--- config.mk ---
export PLATFORM = sky130hd
export DESIGN_NAME = rfl_link_top
export DESIGN_NICKNAME = d
export VERILOG_FILES = /design/src/rfl_pkg.sv /design/src/rfl_stream_if.sv /design/src/rfl_fifo.sv /design/src/rfl_link_top.sv
export SDC_FILE = /design/constraint.sdc
export NUM_CORES = 1
export LEC_CHECK = 0
export BUFFER_PORTS_ARGS = -buffer_cell sky130_fd_sc_hd__buf_2
export CAP_MARGIN = 30
export CORE_ASPECT_RATIO = 2
export CORE_MARGIN = 1.5
export CORE_UTILIZATION = 50
export DETAILED_ROUTE_END_ITERATION = 8
export PLACE_DENSITY_LB_ADDON = 0.25
export SYNTH_ARGS = -nofsm -noshare
export SYNTH_HDL_FRONTEND = slang
export SYNTH_SLANG_ARGS = --single-unit
export TNS_END_PERCENT = 10
--- constraint.sdc ---
create_clock -name clock_i -period 4.8 [get_ports clock_i]
set_clock_uncertainty 0.1 [all_clocks]
set_input_delay 0.48 -clock clock_i [delete_from_list [all_inputs] [get_ports clock_i]]
set_output_delay 0.48 -clock clock_i [all_outputs]
set_load 0.02 [all_outputs]
--- src/rfl_pkg.sv ---
// Purpose: constants, tables and helpers for the repeated-frame radio link
// Assumes: 200 MHz system clock, 2.4 kbps link rate
// Notes: preamble, postamble, symbol and message tables are local choices
// Overview of operation
// - Each 6-bit line symbol of a digit is looked up and turned into a 4-bit value.
// - Each decoded 4-bit digit value is turned into an 8-bit segment pattern for the LCD.
// - The display timer counts its dwell and pulses advance when the dwell completes.
// - On each advance the load sequencer steps its state number and then fires a load pulse.
// - A gap counter sets the spacing between successive loads of one data state.
// - A repeat counter limits how many times the same data is sent per state.
// - The serializer pops state data from the FIFO whenever it is idle and shifts it out as the transmit bit.
// - After an edge on the received line the sampling counter runs and times the sample.
// - The sampling counter is sized from clock and link rate (4 bits at 32.7 kHz, 2.4 kbps).
// - Counter width and terminal value are derived from clock and rate, so a new rate recomputes them.
// - Every new edge on the received line restarts the sampling counter to limit drift.
// - The received pin is shifted into a 3-bit edge register each cycle; an edge there starts sampling.
// - Sampling happens about three quarters into each bit and fills a 36-bit frame register.
// - A postamble in the top 12 frame bits stores the data into the next of four copies; two equal copies display.
// - Each data state is loaded four times with a fixed gap between transmissions.
package rfl_pkg;
   localparam int CLK_HZ = 200_000_000;
   localparam int BAUD_BPS = 2400;
   localparam int BIT_CYC = CLK_HZ / BAUD_BPS;
   localparam int SAMPLE_CYC = (BIT_CYC * 3) / 4;
   localparam int DWELL_MS = 500;
   localparam int DWELL_CYC = (CLK_HZ / 1000) * DWELL_MS;
   localparam int GAP_MS = 20;
   localparam int GAP_CYC = (CLK_HZ / 1000) * GAP_MS;
   localparam int LCD_HALF_MS = 10;
   localparam int LCD_HALF_CYC = (CLK_HZ / 1000) * LCD_HALF_MS;
   localparam int FRAME_W = 36;
   localparam int WORD_W = 12;
   localparam int SYM_W = 6;
   localparam int NIB_W = 4;
   localparam int SEG_W = 8;
   localparam int COPIES = 4;
   localparam int FIFO_DEPTH = 8;
   localparam int STATE_W = 3;
   localparam logic [11:0] PREAMBLE = 12'hAAA;
   localparam logic [11:0] POSTAMBLE = 12'h3C5;
   localparam logic TX_IDLE = 1'h0;
   localparam logic [5:0] SYM_TAB [16] = '{6'h0D, 6'h0E, 6'h13, 6'h15, 6'h16, 6'h19, 6'h1A,
      6'h1C, 6'h23, 6'h25, 6'h26, 6'h29, 6'h2A, 6'h2C, 6'h31, 6'h32};

   function automatic logic [3:0] symbol_to_nibble(input logic [5:0] s);
      logic [3:0] r;
      r = 4'h0;
      for (int i = 0; i < 16; i++) begin
         if (SYM_TAB[i] == s) begin
            r = 4'(i);
         end
      end
      return r;
   endfunction : symbol_to_nibble

   function automatic logic [7:0] nibble_to_segments(input logic [3:0] n);
      logic [7:0] r;
      case (n)
         4'h0: r = 8'h3F;
         4'h1: r = 8'h06;
         4'h2: r = 8'h5B;
         4'h3: r = 8'h4F;
         4'h4: r = 8'h66;
         4'h5: r = 8'h6D;
         4'h6: r = 8'h7D;
         4'h7: r = 8'h07;
         4'h8: r = 8'h7F;
         4'h9: r = 8'h6F;
         4'hA: r = 8'h77;
         4'hB: r = 8'h7C;
         4'hC: r = 8'h39;
         4'hD: r = 8'h5E;
         4'hE: r = 8'h79;
         default: r = 8'h71;
      endcase
      return r;
   endfunction : nibble_to_segments

   function automatic logic [11:0] state_word(input logic [2:0] s);
      logic [7:0] p;
      case (s)
         3'h0: p = 8'hC0;
         3'h1: p = 8'h0E;
         3'h2: p = 8'hA5;
         3'h3: p = 8'h12;
         3'h4: p = 8'h34;
         3'h5: p = 8'hDE;
         3'h6: p = 8'hF9;
         default: p = 8'h78;
      endcase
      return {SYM_TAB[p[7:4]], SYM_TAB[p[3:0]]};
   endfunction : state_word
endpackage : rfl_pkg

--- src/rfl_stream_if.sv ---
// Purpose: valid/ready word stream between the link modules
// Assumes: one clock shared by both ends
// Notes: data is held stable by the source while valid and not ready
interface rfl_stream_if #(parameter int W = 12) ();
   logic valid;
   logic ready;
   logic [W-1:0] data;
   modport src (output valid, output data, input ready);
   modport snk (input valid, input data, output ready);
endinterface : rfl_stream_if

--- src/rfl_fifo.sv ---
// Purpose: small first-in first-out buffer for frame data words
// Assumes: DEPTH is a power of two
// Notes: ready low when full, valid low when empty
module rfl_fifo #(
   parameter int W = 12,
   parameter int DEPTH = 8
) (
   input wire logic clock_i,
   input wire logic sys_rst_i,
   input wire logic ce_i,
   rfl_stream_if.snk in_s,
   rfl_stream_if.src out_s
);
   localparam int AW = $clog2(DEPTH);
   logic [W-1:0] mem [DEPTH];
   logic [AW:0] wr_ptr, next_wr_ptr, rd_ptr, next_rd_ptr;
   logic full, empty, do_wr, do_rd;

   always_comb begin
      full = (wr_ptr[AW] != rd_ptr[AW]) && (wr_ptr[AW-1:0] == rd_ptr[AW-1:0]);
      empty = (wr_ptr == rd_ptr);
      in_s.ready = !full;
      out_s.valid = !empty;
      out_s.data = mem[rd_ptr[AW-1:0]];
      do_wr = in_s.valid && !full;
      do_rd = out_s.ready && !empty;
      next_wr_ptr = do_wr ? wr_ptr + 1'b1 : wr_ptr;
      next_rd_ptr = do_rd ? rd_ptr + 1'b1 : rd_ptr;
   end

   always_ff @(posedge clock_i) begin
      if (sys_rst_i) begin
         wr_ptr <= '0;
         rd_ptr <= '0;
      end else if (ce_i) begin
         wr_ptr <= next_wr_ptr;
         rd_ptr <= next_rd_ptr;
         if (do_wr) begin
            mem[wr_ptr[AW-1:0]] <= in_s.data;
         end
      end
   end
endmodule : rfl_fifo

--- src/rfl_link_top.sv ---
// Purpose: transmit pacing, serializer, receive sampler and vote for the radio link
// Assumes: rf_rx_i is asynchronous to clock_i
// Notes: long counts are parameters so a bench can shorten them
module rfl_link_top
   import rfl_pkg::*;
#(
   parameter int unsigned BIT_CYCLES = rfl_pkg::BIT_CYC,
   parameter int unsigned SAMPLE_CYCLES = rfl_pkg::SAMPLE_CYC,
   parameter int unsigned DWELL_CYCLES = rfl_pkg::DWELL_CYC,
   parameter int unsigned GAP_CYCLES = rfl_pkg::GAP_CYC,
   parameter int unsigned LCD_HALF_CYCLES = rfl_pkg::LCD_HALF_CYC
) (
   input wire logic clock_i,
   input wire logic sys_rst_i,
   input wire logic ce_i,
   input wire logic rf_rx_i,
   output logic rf_tx_o,
   output logic lcd_backplane_o,
   output logic [rfl_pkg::SEG_W-1:0] tx_seg_hi_o,
   output logic [rfl_pkg::SEG_W-1:0] tx_seg_lo_o,
   output logic [rfl_pkg::SEG_W-1:0] rx_seg_hi_o,
   output logic [rfl_pkg::SEG_W-1:0] rx_seg_lo_o,
   output logic rx_word_valid_o,
   output logic [rfl_pkg::STATE_W-1:0] tx_state_o
);
   import rfl_pkg::*;

   localparam int BCNT_W = $clog2(BIT_CYCLES + 1);

   typedef enum logic {SER_IDLE, SER_SEND} rfl_ser_t;

   rfl_stream_if #(.W(WORD_W)) push_s ();
   rfl_stream_if #(.W(WORD_W)) pop_s ();

   rfl_fifo #(.W(WORD_W), .DEPTH(FIFO_DEPTH)) u_fifo (
      .clock_i(clock_i),
      .sys_rst_i(sys_rst_i),
      .ce_i(ce_i),
      .in_s(push_s),
      .out_s(pop_s)
   );

   // display timer and backplane
   logic [31:0] dwell_cnt, next_dwell_cnt, lcd_cnt, next_lcd_cnt;
   logic lcd_bp, next_lcd_bp, advance;

   always_comb begin
      advance = (dwell_cnt == 32'(DWELL_CYCLES - 1));
      next_dwell_cnt = advance ? 32'h0 : dwell_cnt + 32'h1;
      next_lcd_bp = lcd_bp;
      next_lcd_cnt = lcd_cnt + 32'h1;
      if (lcd_cnt == 32'(LCD_HALF_CYCLES - 1)) begin
         next_lcd_cnt = 32'h0;
         next_lcd_bp = !lcd_bp;
      end
   end

   always_ff @(posedge clock_i) begin
      if (sys_rst_i) begin
         dwell_cnt <= 32'h0;
         lcd_cnt <= 32'h0;
         lcd_bp <= 1'b0;
      end else if (ce_i) begin
         dwell_cnt <= next_dwell_cnt;
         lcd_cnt <= next_lcd_cnt;
         lcd_bp <= next_lcd_bp;
      end
   end

   // load sequencer
   logic [STATE_W-1:0] state_num, next_state_num;
   logic [2:0] repeat_counter, next_repeat_counter;
   logic [31:0] gap_counter, next_gap_counter;
   logic seq_busy, next_seq_busy, load_pulse;

   always_comb begin
      next_state_num = state_num;
      next_repeat_counter = repeat_counter;
      next_gap_counter = gap_counter;
      next_seq_busy = seq_busy;
      load_pulse = 1'b0;
      if (advance) begin
         next_state_num = state_num + 3'h1;
         next_repeat_counter = 3'h0;
         next_gap_counter = 32'h0;
         next_seq_busy = 1'b1;
      end else if (seq_busy) begin
         if (gap_counter != 32'h0) begin
            next_gap_counter = gap_counter - 32'h1;
         end else if (push_s.ready) begin
            load_pulse = 1'b1;
            next_repeat_counter = repeat_counter + 3'h1;
            next_gap_counter = 32'(GAP_CYCLES - 1);
            if (repeat_counter == 3'(COPIES - 1)) begin
               next_seq_busy = 1'b0;
            end
         end
      end
      push_s.valid = load_pulse;
      push_s.data = state_word(state_num);
   end

   always_ff @(posedge clock_i) begin
      if (sys_rst_i) begin
         state_num <= '0;
         repeat_counter <= 3'h0;
         gap_counter <= 32'h0;
         seq_busy <= 1'b1;
      end else if (ce_i) begin
         state_num <= next_state_num;
         repeat_counter <= next_repeat_counter;
         gap_counter <= next_gap_counter;
         seq_busy <= next_seq_busy;
      end
   end

   // bit serializer
   rfl_ser_t ser_state, next_ser_state;
   logic [FRAME_W-1:0] ser_frame, next_ser_frame;
   logic [5:0] ser_bit, next_ser_bit;
   logic [BCNT_W-1:0] ser_baud, next_ser_baud;
   logic tx_bit, next_tx_bit;

   always_comb begin
      next_ser_state = ser_state;
      next_ser_frame = ser_frame;
      next_ser_bit = ser_bit;
      next_ser_baud = ser_baud;
      next_tx_bit = tx_bit;
      pop_s.ready = (ser_state == SER_IDLE);
      case (ser_state)
         SER_IDLE: begin
            if (pop_s.valid) begin
               next_ser_frame = {POSTAMBLE, pop_s.data, PREAMBLE};
               next_ser_bit = 6'h0;
               next_ser_baud = '0;
               next_tx_bit = PREAMBLE[0];
               next_ser_state = SER_SEND;
            end
         end
         SER_SEND: begin
            if (ser_baud == BCNT_W'(BIT_CYCLES - 1)) begin
               next_ser_baud = '0;
               if (ser_bit == 6'(FRAME_W - 1)) begin
                  next_tx_bit = TX_IDLE;
                  next_ser_state = SER_IDLE;
               end else begin
                  next_ser_bit = ser_bit + 6'h1;
                  next_ser_frame = {1'b0, ser_frame[FRAME_W-1:1]};
                  next_tx_bit = ser_frame[1];
               end
            end else begin
               next_ser_baud = ser_baud + 1'b1;
            end
         end
         default: begin
            next_ser_state = SER_IDLE;
            next_tx_bit = TX_IDLE;
         end
      endcase
   end

   always_ff @(posedge clock_i) begin
      if (sys_rst_i) begin
         ser_state <= SER_IDLE;
         ser_frame <= '0;
         ser_bit <= 6'h0;
         ser_baud <= '0;
         tx_bit <= TX_IDLE;
      end else if (ce_i) begin
         ser_state <= next_ser_state;
         ser_frame <= next_ser_frame;
         ser_bit <= next_ser_bit;
         ser_baud <= next_ser_baud;
         tx_bit <= next_tx_bit;
      end
   end

   // receive sampler and vote
   logic rx_meta, rx_sync, rx_edge;
   logic [2:0] rx_edge_shift, next_rx_edge_shift;
   logic samp_run, next_samp_run;
   logic [BCNT_W-1:0] samp_cnt, next_samp_cnt;
   logic [FRAME_W-1:0] rx_frame, next_rx_frame;
   logic [WORD_W-1:0] capture_copy [COPIES];
   logic [WORD_W-1:0] next_capture_copy [COPIES];
   logic [WORD_W-1:0] cand [COPIES];
   logic [1:0] cap_idx, next_cap_idx;
   logic [WORD_W-1:0] rx_word, next_rx_word;
   logic rx_valid, next_rx_valid;

   always_comb begin
      next_rx_edge_shift = {rx_edge_shift[1:0], rx_sync};
      rx_edge = rx_edge_shift[1] ^ rx_edge_shift[0];
      next_samp_run = samp_run;
      next_samp_cnt = samp_cnt;
      next_rx_frame = rx_frame;
      next_capture_copy = capture_copy;
      next_cap_idx = cap_idx;
      next_rx_word = rx_word;
      next_rx_valid = rx_valid;
      cand = capture_copy;
      cand[COPIES-1] = rx_frame[2*WORD_W-1:WORD_W];
      if (rx_edge) begin
         next_samp_run = 1'b1;
         next_samp_cnt = '0;
      end else if (samp_run) begin
         next_samp_cnt = (samp_cnt == BCNT_W'(BIT_CYCLES - 1)) ? '0 : samp_cnt + 1'b1;
      end
      if (rx_frame[FRAME_W-1:FRAME_W-WORD_W] == POSTAMBLE) begin
         next_capture_copy[cap_idx] = rx_frame[2*WORD_W-1:WORD_W];
         next_cap_idx = cap_idx + 2'h1;
         next_rx_frame = '0;
         if (cap_idx == 2'(COPIES - 1)) begin
            for (int i = 0; i < COPIES; i++) begin
               for (int j = i + 1; j < COPIES; j++) begin
                  if (cand[i] == cand[j]) begin
                     next_rx_word = cand[i];
                     next_rx_valid = 1'b1;
                  end
               end
            end
         end
      end else if (samp_run && !rx_edge && samp_cnt == BCNT_W'(SAMPLE_CYCLES - 1)) begin
         next_rx_frame = {rx_edge_shift[0], rx_frame[FRAME_W-1:1]};
      end
   end

   always_ff @(posedge clock_i) begin
      if (sys_rst_i) begin
         rx_meta <= 1'b0;
         rx_sync <= 1'b0;
         rx_edge_shift <= 3'h0;
         samp_run <= 1'b0;
         samp_cnt <= '0;
         rx_frame <= '0;
         cap_idx <= 2'h0;
         rx_word <= '0;
         rx_valid <= 1'b0;
         for (int i = 0; i < COPIES; i++) begin
            capture_copy[i] <= '0;
         end
      end else if (ce_i) begin
         rx_meta <= rf_rx_i;
         rx_sync <= rx_meta;
         rx_edge_shift <= next_rx_edge_shift;
         samp_run <= next_samp_run;
         samp_cnt <= next_samp_cnt;
         rx_frame <= next_rx_frame;
         cap_idx <= next_cap_idx;
         rx_word <= next_rx_word;
         rx_valid <= next_rx_valid;
         capture_copy <= next_capture_copy;
      end
   end

   // segment drive, inverted against the backplane
   logic [SEG_W-1:0] tx_hi, tx_lo, rx_hi, rx_lo;
   logic [SEG_W-1:0] next_tx_hi, next_tx_lo, next_rx_hi, next_rx_lo;
   logic [WORD_W-1:0] tx_word;

   always_comb begin
      tx_word = state_word(state_num);
      next_tx_hi = nibble_to_segments(symbol_to_nibble(tx_word[11:6])) ^ {SEG_W{lcd_bp}};
      next_tx_lo = nibble_to_segments(symbol_to_nibble(tx_word[5:0])) ^ {SEG_W{lcd_bp}};
      next_rx_hi = nibble_to_segments(symbol_to_nibble(rx_word[11:6])) ^ {SEG_W{lcd_bp}};
      next_rx_lo = nibble_to_segments(symbol_to_nibble(rx_word[5:0])) ^ {SEG_W{lcd_bp}};
   end

   always_ff @(posedge clock_i) begin
      if (sys_rst_i) begin
         tx_hi <= '0;
         tx_lo <= '0;
         rx_hi <= '0;
         rx_lo <= '0;
      end else if (ce_i) begin
         tx_hi <= next_tx_hi;
         tx_lo <= next_tx_lo;
         rx_hi <= next_rx_hi;
         rx_lo <= next_rx_lo;
      end
   end

   assign rf_tx_o = tx_bit;
   assign lcd_backplane_o = lcd_bp;
   assign tx_seg_hi_o = tx_hi;
   assign tx_seg_lo_o = tx_lo;
   assign rx_seg_hi_o = rx_hi;
   assign rx_seg_lo_o = rx_lo;
   assign rx_word_valid_o = rx_valid;
   assign tx_state_o = state_num;
endmodule : rfl_link_top

## Word-level counts from Yosys, hierarchy flattened

Memory sizes are Yosys's and may differ from the RTL's. A register that Yosys moved wholly into a read port is not among the register bits.
Cells that the tools add are included.

- Reductions and logical operators: 30
- $add $sub $neg: 11
- Mux-type cells: 129
- Equal/unequal tests: 90
- Bitwise operators: 9
- Magnitude comparators: 4

Operators with widths:

| operator | number |
|---|---|
| $mux 4 | 56 |
| $eq 6x6->1 const A | 32 |
| $mux 32 | 6 |
| $mux 36 | 5 |
| $eq 5x6->1 const A | 24 |
| $mux 17 | 5 |
| $mux 12 | 7 |
| $eq 12x12->1 | 6 |
| $pmux 36 s2 | 1 |
| $add 32x1->32 const B | 2 |
| $pmux 8 s7 | 1 |
| $bwmux 48 | 1 |
| $mux 6 | 7 |
| $add 17x1->17 const B | 2 |
| $eq 17x17->1 const B | 2 |
| $pmux 17 s2 | 1 |
| $eq 32x21->1 const B | 1 |
| $eq 32x27->1 const B | 1 |
| $reduce_bool 32->1 | 1 |
| $sub 32x1->32 const B | 1 |
| $xor 8x8->8 | 4 |
| $mux 1 | 29 |
| $demux 12 s2 | 1 |
| $eq 4x6->1 const A | 4 |
| 35 further kinds | 73 |

- Bits in registers: 326
- Output and inout port bits: 38
- Memories kept: 7
- Logic and storage cells: 311
- Input port bits: 4
- RAM bits: 96
- Memory bits (read-only): 640

Memory list:

| memory | depth | bits a word | rd ports | clocked after Yosys merged registers in | write ports | RTL line | source |
|---|---|---|---|---|---|---|---|
| (no name shown) | 16 | 7 | 1 | 0 | 0 | rfl_pkg.sv:58 | `case (n)` |
| (no name shown) | 16 | 7 | 1 | 0 | 0 | rfl_pkg.sv:58 |  |
| (no name shown) | 16 | 7 | 1 | 0 | 0 | rfl_pkg.sv:58 |  |
| (no name shown) | 16 | 7 | 1 | 0 | 0 | rfl_pkg.sv:58 |  |
| (no name shown) | 16 | 6 | 1 | 0 | 0 | rfl_pkg.sv:91 | `return {SYM_TAB[p[7:4]], SYM_TAB[p[3:0]]};` |
| (no name shown) | 16 | 6 | 1 | 0 | 0 | rfl_pkg.sv:91 |  |
| +1 memories | n/a | n/a | n/a | n/a | n/a | n/a |  |

## Longest topological paths before layout

Gate-level depths: netlist of run 1.
An unclocked memory read counts as a cell.

- Depth in word-level cells: 24
- Depth in mapped cells: 23
- Depth with buffers taken out: 19

## Hierarchy

From an unflattened synthesis of run 1, not the netlist that was laid out.

- Cells, all modules: 2176
- Area total of the unflattened synthesis: 19949.1 um^2

Modules (own cells, without submodules):

| module | area an instance (um^2) | times used | cells each | seq. area each (um^2) |
|---|---|---|---|---|
| rfl_link_top | 15598.7 | 1 | 1962 | 5745.5 |
| rfl_fifo | 4350.4 | 1 | 214 | 3103.0 |

## Worst setup path before layout of run 1

OpenSTA, ideal clock, no wires.

- Path kind: reg2reg
- Start point: reg state_num[0] (netlist: tx_state_o[0])
- End point: reg tx_hi[0] (netlist: tx_seg_hi_o[0])
- Stages on the path, launching flop included: 22
- Arrival: 5.065 ns
- Required time: 4.607 ns
- Slack: -0.458 ns
- Setup time: 0.093 ns
- Clock period less this slack: 5.258 ns
- Buffers on the path: 4
- Path through: dfxtp_1 -> clkbuf_1 -> buf_2 -> inv_1 -> ha_1 -> clkbuf_1 -> or2_1 -> mux2_2 -> o21ai_0 -> ha_1 -> clkbuf_1 -> or3_1 -> o22ai_2 -> nand2_1 -> nand2_1 -> nand4_1 -> a31oi_1 -> a31oi_1 -> ha_1 -> or4_1 -> and3_1 -> o311ai_2

- Longest elaborated chain between the ends: 24
- Elaborated cells on any way between the ends: 44
- Those cells by class: eq/ne: 21; mux: 18; bitwise: 2; reduce/logical: 1; memory: 2

RTL lines:

| what | RTL line | source |
|---|---|---|
| from (decl) | rfl_link_top.sv:71 | `logic [STATE_W-1:0] state_num, next_state_num;` |
| from (signal assigned) | rfl_link_top.sv:110 | `state_num <= next_state_num;` |
| $eq 3x3->1 (tied with other cells) | n/a |  |
| $pmux 8 s7 * | n/a |  |
| $not 4->5 * | n/a |  |
| $mem_v2 16x6 * | n/a |  |
| $mux 6 (not written as such) * (2 in a row) | rfl_pkg.sv:91 |  |
| via push_s.data[7] | rfl_stream_if.sv:7 | `logic [W-1:0] data;` |
| $eq 4x6->1 | rfl_pkg.sv:49 | `if (SYM_TAB[i] == s) begin` |
| $mux 1 | rfl_pkg.sv:49 |  |
| $mux 4 (13 in a row) | rfl_pkg.sv:49 |  |
| $mux 4 * | rfl_pkg.sv:49 |  |
| $mem_v2 16x7 * | n/a |  |
| $xor 8x8->8 * | rfl_link_top.sv:264 | `next_tx_hi = nibble_to_segments(symbol_to_nibble(tx_word[11:6])) ^ {SEG_W{lcd_bp}};` |
| to (signal assigned) | rfl_link_top.sv:277 | `tx_hi <= next_tx_hi;` |
| to (decl) | rfl_link_top.sv:258 | `logic [SEG_W-1:0] tx_hi, tx_lo, rx_hi, rx_lo;` |

The timed path passes the listed nets; every way through them passes the cells marked *. The select of a mux whose other input is x is not followed.
A chain may end at the register's enable or synchronous reset.

## Final worst setup path of run 1

Same ends and word-level chain as after synthesis.

==> results of run 1 <==
[through the flow]
stage | cells | hold slack, ps | setup WS, ps | util | power [uW]
finish | 2679 | 104.8 | 304.0 | 0.5534 | 8069
global route | 2679 | 124.9 | 39.48 | 0.5534 | 8434
CTS | 2679 | 87.21 | 219.9 | 0.5528 | 8163
detailed placement | 2613 | 348.1 | 237.4 | 0.5201 | 5044
global placement | 2612 | 341.4 | 378.0 | 0.5194 | 5006
floorplan | 2185 | 332.4 | 21.83 | - | 4755
[state kept, by name, indices dropped and copies added (netlist names), 3 cells and up, named ones only]
name            cells
ser_frame          33
rx_seg_hi_o         7
gap_counter        32
tx_state_o          3
u_fifo.wr_ptr       4
tx_seg_hi_o         8
dwell_cnt          32
rx_frame           24
lcd_cnt            32
rx_word            12
u_fifo.rd_ptr       4
tx_seg_lo_o         6
rx_seg_lo_o         7
ser_baud           17
u_fifo.mem         96
cand               36
samp_cnt           17
repeat_counter      3
ser_bit             6
[power by group through the flow]
stage               clock network, uW  logic (uW)  registers, uW
floorplan                           0         967           3790
global placement                    0        1200           3810
detailed placement                  0        1230           3820
CTS                              3180        1240           3740
finish                           3100        1220           3750
global route                     3290        1370           3770
[timing repair]
item	CTS	global route
resized for setup	0	4
hold buffers	0	0
hold endpoints to repair	0	0
setup endpoints to repair	0	2
[kinds of logic after synthesis]
logic type               after synthesis
AO/OA/AOI/OAI                        339
flip-flops                           394
XOR/XNOR                             220
multiplexers                          93
adder cells (fa/ha/maj)               49
buffers and inverters                231
AND/OR/NAND/NOR                      859
[critical path, delay by kind of cell, from the launching register on]
kind                       cells  cell delay (ps)
buffers and inverters          2              350
adders and majority gates      3              780
muxes                          1              300
DFF                            1              440
and+or+nand+nor                5             1270
AOI/OAI and AO/OA              6             1160
[routing by layer]
metal | global-route usage | vias to the layer above | share of wire
li1 | - | 7551 | -
met2 | 0.4591 | 295 | 0.56
met1 | 0.2408 | 7483 | 0.37
met3 | 0.02277 | 120 | 0.027
met5 | 0 | - | 0
met4 | 0.1096 | 0 | 0.045
[final timing paths]
path / slack (ps) / from / to
min: 100 / rf_rx_i / rx_meta
max reg2reg: 300 / tx_state_o[0] / tx_seg_hi_o[0]
min reg2reg: 350 / ser_frame[12] / ser_frame[12]
max: 300 / tx_state_o[0] / tx_seg_hi_o[0]
[placed cells by master (no fill, tap or decap), drive strengths merged, types with 52 or more instances in the layout]
| master | netlist | layout |
|---|---|---|
| dfxtp | 298 | 298 |
| nor2 | 284 | 284 |
| nand2 | 195 | 195 |
| xnor2 | 128 | 128 |
| a21oi | 124 | 124 |
| nand3 | 96 | 96 |
| edfxtp | 96 | 96 |
| xor2 | 92 | 92 |
| buf | 31 | 79 |
| mux2i | 62 | 62 |
| o21ai | 61 | 61 |
| nand4 | 54 | 54 |
| inv | 53 | 54 |
| nor3 | 52 | 52 |
[synthesized netlist by cell type, types with 10 or more instances]
library cell	n
nor4b_1	11
nand3_1	96
a22oi_1	26
edfxtp_1	96
o22ai_1	10
ha_1	49
or3_1	17
nor2_1	284
o21a_1	10
xor2_1	92
xnor2_1	128
clkbuf_1	145
and3_1	23
nor3_1	51
o21ai_0	53
mux2i_1	62
nor3b_1	18
a211oi_1	22
buf_1	13
nand2_1	194
and2_1	11
buf_2	11
dfxtp_1	298
nor2b_1	11
nor4_1	19
inv_1	53
nand4_1	54
mux4_2	25
a21oi_1	123
[layout make-up]
type / count / share of cell area
clock buffers: 48 / 0.04856
clock inverters: 18 / 0.01061
inverters: 55 / 0.009460
multi-input cells: 1560 / 0.4719
flip-flops and latches: 394 / 0.4055
well taps: 525 / 0.03010
repair buffers: 79 / 0.02379
==> flow_summary.json, run 1 <==
{
  "status": "completed",
  "synth_compound_area_frac": 0.1098,
  "avgRoutedWirePerCell_microns": 17.71,
  "grtUsageTotal": 0.2340,
  "placed_area_sq_mm": 0.02051,
  "critPathMaxStageDelay_ps": 550,
  "initial_utilization": 0.5070,
  "num_vias": 15450,
  "postCtsSetupBuffers": 0,
  "grt_max_degree": 83,
  "cts_tree": "built",
  "htree_num_levels": 2,
  "ys.warnings.count": 0,
  "avgSynthCellArea_sq_um": 9.151,
  "clock_latency_ps": 540,
  "setup_viol": 0,
  "hold_path_depth": 3,
  "drv_slew": 0,
  "place.port_buffers": 41,
  "insertedDiodeCount": 0,
  "fillers": 3590,
  "cp.arrival_ps": 4840,
  "internal-power_uw": 5899,
  "areaGrowthSynthToFinish_pct": 9.143,
  "cts.sinks": 394,
  "rsz0062_at_grt": "false",
  "clockPowerShare": 0.384,
  "synthMuxAreaShare": 0.06258,
  "multiInputGateArea_sq_mm": 0.01030,
  "die_w_microns": 144.4,
  "cts_buffer_depth": 3,
  "combPwrFrac": 0.152,
  "worstPathMaxFanout": 11,
  "cp_cell_sequence": "inv_1 > ha_1 > or2_1 > mux2_2 > o21ai_4 > ha_1 > buf_4 > o211ai_1 > o2bb2ai_1 > nand2_2 > nand4b_1 > a31oi_1 > a31oi_1 > ha_1 > or4_1 > and3_1 > o311ai_2",
  "final.min_clock_period_ps": 4496,
  "clockRootBuffer": "clkbuf_16",
  "worst_path_most_repeated_cell": "ha_1",
  "rows": 103,
  "ios": 42,
  "netlist_area_sq_mm": 0.01999,
  "grt_pass1_vias": 15380,
  "overflow": 0,
  "async_flop_share": 0,
  "cellPowerDensity_mw_per_mm2": 369.8,
  "worstSetupPathType": "reg2reg",
  "ys.flop_type": "dfxtp_1",
  "tightest_slew_ps": 973.3,
  "synth_top_area_frac": 0.2984,
  "finish.instance_area_sq_mm": 0.02182,
  "fmax_ghz": 0.2224,
  "drc": 0,
  "slew_headroom": 0.3462,
  "antenna_found_initial": 0,
  "ys_seq_area_frac": 0.4426,
  "maxCapViolations": 0,
  "dieArea_sq_mm": 0.04127,
  "synth_cell_types": 93,
  "irDropWorstVdd_v": 0.0002916,
  "clkTransAtPathRegs_ps": 60,
  "synth_edf_count": 96,
  "synthSimpleGateAreaFrac": 0.2123,
  "drt_pass1_iterations": 5,
  "critPathLaunchType": "register",
  "fin_crit_sh": 0.9367,
  "yosys-top-cells-area": "dfxtp_1, edfxtp_1, xnor2_1, nor2_1, xor2_1",
  "synth_xor_xnor_area_share": 0.09637,
  "finalNetCount": 2181,
  "ys_ff_latch": 394,
  "yosysTopAreaCell": "dfxtp_1",
  "detail-route-antenna-nets": 0,
  "switching_power_uw": 2170,
  "coreArea_sq_mm": 0.03944,
  "cts_buffers": 38,
  "cp_slowest_cell": "or4_1",
  "report.final.hold_viol_count": 0,
  "wl_microns": 47440,
  "p_sw_frac": 0.2689,
  "gp_congestion": 0.9377,
  "p_seq_frac": 0.464,
  "drive_above_1_share": 0.09981,
  "die_height_microns": 285.8,
  "crit_path_end_kind": "register",
  "fin_tns_setup_ps": 0,
  "drt-vias-per-instance": 5.767,
  "dp.final_hpwl_microns": 34340,
  "drtIter0Drc": 680,
  "grt_pass1_wl_microns": 77270,
  "cp.required_ps": 5140,
  "syn-instance-count": 2185,
  "min_path_type": "in2reg",
  "leakage_uw": 0.007570,
  "ff2ff_path_depth": 17,
  "synth_top_family_by_area": "simple AND/OR/NAND/NOR gates",
  "synthAdderAreaFrac": 0.03066,
  "syn_nets": 2238,
  "seqCellArea_sq_mm": 0.008850
}
Note: power is estimated with default switching activity, not from simulation.
==> run 2: changes to the inputs <==
- CTS_CLUSTER_DIAMETER: default -> 40
- HOLD_SLACK_MARGIN: default -> 0.15
- PLACE_DENSITY: default -> 0.68
- PLACE_DENSITY_LB_ADDON: 0.25 -> default
==> run 2 against run 1 <==
Effect of this change:
- sequential share of layout area barely moved
- routed wire length up 0.45%
- clock power about the same
- setup slack improved by 32 ps
- non-clock buffer count rose by 4
- clock-buffer cell count increased by 1
- global-route usage about the same
- maximum frequency rose by 0.72%
- sequential power is essentially flat
- register-to-register slack improved by 30 ps
- final area up 0.10%
- first-iteration DRC count is 45% higher
- critical path type unchanged
- highest routed layer unchanged
==> flow_summary.json, run 2 (same netlist as run 1, synthesis figures left out) <==
{
  "initial_utilization": 0.5070,
  "finalNetCount": 2187,
  "leakage_uw": 0.007588,
  "num_vias": 15390,
  "largest_reg_flops": 96,
  "final.min_clock_period_ps": 4464,
  "insertedDiodeCount": 0,
  "grt_pass1_vias": 15290,
  "critPathLaunchType": "register",
  "dieArea_sq_mm": 0.04127,
  "cp_slowest_cell": "or4_1",
  "status": "completed",
  "setup_viol": 0,
  "slew_headroom": 0.3531,
  "die_w_microns": 144.4,
  "htree_num_levels": 2,
  "avgRoutedWirePerCell_microns": 17.72,
  "cts_buffers": 40,
  "coreArea_sq_mm": 0.03944,
  "cts_tree": "built",
  "drc": 0,
  "cp.required_ps": 5160,
  "clockRootBuffer": "clkbuf_16",
  "tightest_slew_ps": 962.9,
  "clock_latency_ps": 550,
  "worstPathMaxFanout": 11,
  "gp_congestion": 0.9291,
  "place.port_buffers": 41,
  "combPwrFrac": 0.152,
  "clockPowerShare": 0.383,
  "drt_pass1_iterations": 5,
  "fmax_ghz": 0.2240,
  "rsz0062_at_grt": "false",
  "antenna_found_initial": 0,
  "dp.final_hpwl_microns": 34060,
  "maxCapViolations": 0,
  "fin_crit_sh": 0.9300,
  "rows": 103,
  "cp_cell_sequence": "inv_1 > ha_1 > or2_1 > mux2_2 > o21ai_2 > inv_1 > ha_1 > mux4_2 > inv_1 > nand4b_1 > a31oi_1 > a31oi_1 > ha_1 > or4_1 > and3_1 > o311ai_2",
  "p_sw_frac": 0.2840,
  "cp_num_buf_inv": 3,
  "layout_common_cells": "dfxtp_1, nor2_1, nand2_1",
  "instances_no_fill": 2689,
  "critPathMaxStageDelay_ps": 550,
  "grt_pass1_wl_microns": 76960,
  "overflow": 0,
  "min_path_type": "in2reg",
  "areaGrowthSynthToFinish_pct": 9.255,
  "switching_power_uw": 2289,
  "p_seq_frac": 0.465,
  "path_delay_family": "simple AND/OR/NAND/NOR gates",
  "detail-route-antenna-nets": 0,
  "irDropWorstVdd_v": 0.0002825,
  "wl_microns": 47650,
  "cts.sinks": 394,
  "grt_max_degree": 80,
  "place_inst": 2615,
  "cp.arrival_ps": 4820,
  "report.final.hold_viol_count": 0,
  "fin_tns_setup_ps": 0,
  "internal-power_uw": 5771,
  "crit_path_end_kind": "register",
  "grtUsageTotal": 0.2337,
  "drtIter0Drc": 983,
  "die_height_microns": 285.8,
  "ios": 42,
  "drive_above_1_share": 0.1030,
  "cts_buffer_depth": 3,
  "final_common_cell": "dfxtp_1",
  "worstSetupPathType": "reg2reg",
  "clkTransAtPathRegs_ps": 60,
  "drt-vias-per-instance": 5.722,
  "drv_slew": 0,
  "cellPowerDensity_mw_per_mm2": 368.9
}
-- run 2: cell type report --
| cell class | instances | area [sq um] |
|---|---|---|
| fill | 3613 | 17590 |
| multi-input combinational | 1560 | 10280 |
| tap | 525 | 656.9 |
| timing repair buffer | 83 | 551.8 |
| clock buffer | 49 | 1086 |
| sequential | 394 | 8850 |
| inverter | 55 | 206.4 |
| clock inverter | 23 | 209.0 |
-- run 2: metal layers --
layer	track usage	wire (microns)	up-vias
li1	-	-	7567
met1	0.2387	17720	7393
met5	0	0	-
met4	0.1076	2032	0
met2	0.4602	26340	313
met3	0.02444	1553	113
-- run 2: timing repair --
action	4_1_cts	5_1_grt
hold endpoints to repair	1	0
hold buffers	1	0
setup buffers	0	1
endpoints found under the setup margin	0	2
gates resized for setup	0	1
-- run 2: path summary, 6_finish.rpt --
check                startpoint          endpoint  slack, ps  cells past startpoint
setup reg to reg  tx_state_o[0]    tx_seg_hi_o[0]        340                     16
hold / removal        sys_rst_i  u_fifo.rd_ptr[0]        290                      2
setup / recovery  tx_state_o[0]    tx_seg_hi_o[0]        340                     16
hold reg to reg   ser_frame[25]     ser_frame[25]        360                      2
-- run 2: worst reg2reg max path, delay by kind of cell (launching register included) --
family | cells | cell delay, ps
buffers and inverters | 3 | 390
adders and majority gates | 3 | 750
DFF | 1 | 440
AOI/OAI and AO/OA | 4 | 780
muxes | 2 | 830
and+or+nand+nor | 4 | 1100
-- run 2: power groups by stage --
stage                     Sequential [uW]  Combinational (uW)  Clock (uW)
final                                3750                1230        3090
after global routing                 3780                1370        3270
after CTS                            3740                1240        3160
after detailed placement             3820                1230           0
after global placement               3810                1200           0
after floorplan                      3790                 967           0
-- run 2: metrics by stage --
step	hold WS (ps)	cell area [sq um]	total power, uW	utilization	worst slack, ps
global route	306.5	21840	8415	0.5539	44.27
global placement	343.5	20500	5008	0.5198	442.7
CTS	267.5	21830	8145	0.5536	235.4
finish	287.9	21840	8060	0.5539	336.1
floorplan	332.4	20020	4755	-	21.83
detailed placement	348.0	20520	5045	0.5205	264.6
==> run 3: changes to the inputs <==
--- a/config.mk
+++ b/config.mk
@@ -10,3 +10,3 @@
 export CORE_ASPECT_RATIO = 2
-export CORE_MARGIN = 1.5
+export CORE_MARGIN = 2
 export CORE_UTILIZATION = 50
==> constraint.sdc (replaced) <==
create_clock -name clock_i -period 4.8 [get_ports clock_i]
set_clock_uncertainty 0.1 [all_clocks]
set_input_delay 1.44 -clock clock_i [delete_from_list [all_inputs] [get_ports clock_i]]
set_output_delay 1.44 -clock clock_i [all_outputs]
set_load 0.02 [all_outputs]
==> run 3 against run 2 <==
Effect of this change:
- first-iteration DRC count decreased by 25%
- die area increased by 1.0%
- non-clock buffer count decreased by 4
- maximum frequency decreased by 0.48%
- total power increased by 1.1%
- global-route usage decreased by 0.40 points
- critical path type unchanged
- largest cell class unchanged
- largest power group unchanged
==> flow_summary.json, run 3 (same netlist as run 1, synthesis figures left out) <==
{
  "cts_tree": "built",
  "layout_common_cells": "dfxtp_1, nor2_1, nand2_1",
  "clockPowerShare": 0.390,
  "final_common_cell": "dfxtp_1",
  "grt_pass1_wl_microns": 78830,
  "detail-route-antenna-nets": 0,
  "avgRoutedWirePerCell_microns": 17.90,
  "drt-vias-per-instance": 5.799,
  "crit_path_end_kind": "register",
  "rows": 103,
  "gp_congestion": 0.9925,
  "cp_cell_sequence": "inv_1 > ha_1 > or2_1 > mux2_2 > o21ai_2 > ha_1 > buf_4 > o211ai_1 > o2bb2ai_1 > nand2_2 > nand4b_1 > a31oi_2 > a31oi_1 > ha_1 > or4_1 > and3_1 > o311ai_2",
  "cp.required_ps": 5160,
  "drtIter0Drc": 738,
  "cellPowerDensity_mw_per_mm2": 372.7,
  "antenna_found_initial": 0,
  "largest_reg_flops": 96,
  "leakage_uw": 0.007592,
  "cp.arrival_ps": 4840,
  "final.min_clock_period_ps": 4485,
  "irDropWorstVdd_v": 0.0002785,
  "drv_slew": 0,
  "maxCapViolations": 0,
  "worstPathMaxFanout": 13,
  "switching_power_uw": 2286,
  "status": "completed",
  "fin_crit_sh": 0.9345,
  "clock_latency_ps": 550,
  "clkTransAtPathRegs_ps": 70,
  "dieArea_sq_mm": 0.04170,
  "report.final.hold_viol_count": 0,
  "drt_pass1_iterations": 7,
  "cts.sinks": 394,
  "grt_pass1_vias": 15630,
  "critPathMaxStageDelay_ps": 550,
  "cts_buffer_depth": 3,
  "rsz0062_at_grt": "false",
  "setup_viol": 0,
  "p_sw_frac": 0.2806,
  "insertedDiodeCount": 0,
  "overflow": 0,
  "grt_max_degree": 72,
  "cp_slowest_cell": "or4_1",
  "internal-power_uw": 5859,
  "areaGrowthSynthToFinish_pct": 9.299,
  "min_path_type": "reg2reg",
  "dp.final_hpwl_microns": 34490,
  "finalNetCount": 2183,
  "die_height_microns": 286.8,
  "die_w_microns": 145.4,
  "htree_num_levels": 2,
  "worstSetupPathType": "reg2reg",
  "worst_path_most_repeated_cell": "ha_1",
  "finish.instance_area_sq_mm": 0.02185,
  "clockRootBuffer": "clkbuf_16",
  "p_seq_frac": 0.462,
  "wl_microns": 48090,
  "ios": 42,
  "grtUsageTotal": 0.2296,
  "num_vias": 15580,
  "cts_buffers": 40,
  "postCtsSetupBuffers": 0,
  "coreArea_sq_mm": 0.03944,
  "fillers": 3592,
  "place.port_buffers": 41,
  "multiInputGateArea_sq_mm": 0.01030,
  "critPathLaunchType": "register",
  "placed_area_sq_mm": 0.02049,
  "drive_above_1_share": 0.1032,
  "slew_headroom": 0.3539,
  "initial_utilization": 0.5070,
  "fmax_ghz": 0.2229,
  "tightest_slew_ps": 961.7,
  "drc": 0,
  "combPwrFrac": 0.149,
  "seqCellArea_sq_mm": 0.008852,
  "fin_tns_setup_ps": 0
}
-- run 3: cell count changes in the layout (fill, tap and decap cells not counted), moves of 2 or more --
cell and delta:
clkinv_2 +5, clkinvlp_4 -3, inv_8 -2, clkinv_4 -3, clkinv_8 +3, bufinv_16 +2, buf_4 -2
-- run 3: final cells by class --
type | count | share of cell area
flip-flops and latches | 394 | 0.4051
repair buffers | 79 | 0.02284
inverters | 55 | 0.009447
multi-input cells | 1560 | 0.4712
clock inverters | 24 | 0.01214
clock buffers | 49 | 0.04924
well taps | 525 | 0.03006
-- run 3: per-layer routing --
| layer | global-route usage | vias to the layer above | share of wire |
|---|---|---|---|
| li1 | - | 7582 | - |
| met1 | 0.2346 | 7510 | 0.36 |
| met2 | 0.4509 | 333 | 0.55 |
| met3 | 0.02730 | 152 | 0.033 |
| met4 | 0.1206 | 0 | 0.054 |
| met5 | 0 | - | 0 |
-- run 3: worst paths after layout --
| path | slack, ps | cells after the start | start | end |
|---|---|---|---|---|
| min reg2reg | 360 | 2 | ser_frame[12] | ser_frame[12] |
| max reg2reg | 310 | 17 | tx_state_o[0] | tx_seg_hi_o[0] |
| min | 360 | 2 | ser_frame[12] | ser_frame[12] |
| max | 310 | 17 | tx_state_o[0] | tx_seg_hi_o[0] |
-- run 3: repair_timing --
item                       CTS  global route
setup endpoints to repair    0             3
gates resized for setup      0             6
hold buffers                 0             0
-- run 3: power groups by stage --
stage                     registers [uW]  clock network, uW  logic [uW]
after global routing                3790               3370        1380
after detailed placement            3830                  0        1220
after floorplan                     3790                  0         967
final                               3760               3170        1210
after CTS                           3760               3240        1220
after global placement              3820                  0        1200
-- run 3: worst max-delay path: cells and delay by family (launching register included) --
kind / cells / cell delay, ps
AOI/OAI and AO/OA: 6 / 1080
adders and majority gates: 3 / 770
buffers and inverters: 2 / 320
DFF: 1 / 420
muxes: 1 / 280
and+or+nand+nor: 5 / 1390
-- run 3: stage by stage --
stage               hold WS (ps)  setup WS, ps    util  power (uW)  std cells
floorplan                  332.4         21.83       -        4755       2185
global placement           341.8         313.1  0.5196        5021       2613
detailed placement         348.6         200.5  0.5196        5048       2613
CTS                        358.0         181.8  0.5536        8229       2686
global route               376.3         23.72  0.5542        8538       2686
finish                     358.0         314.5  0.5542        8145       2686
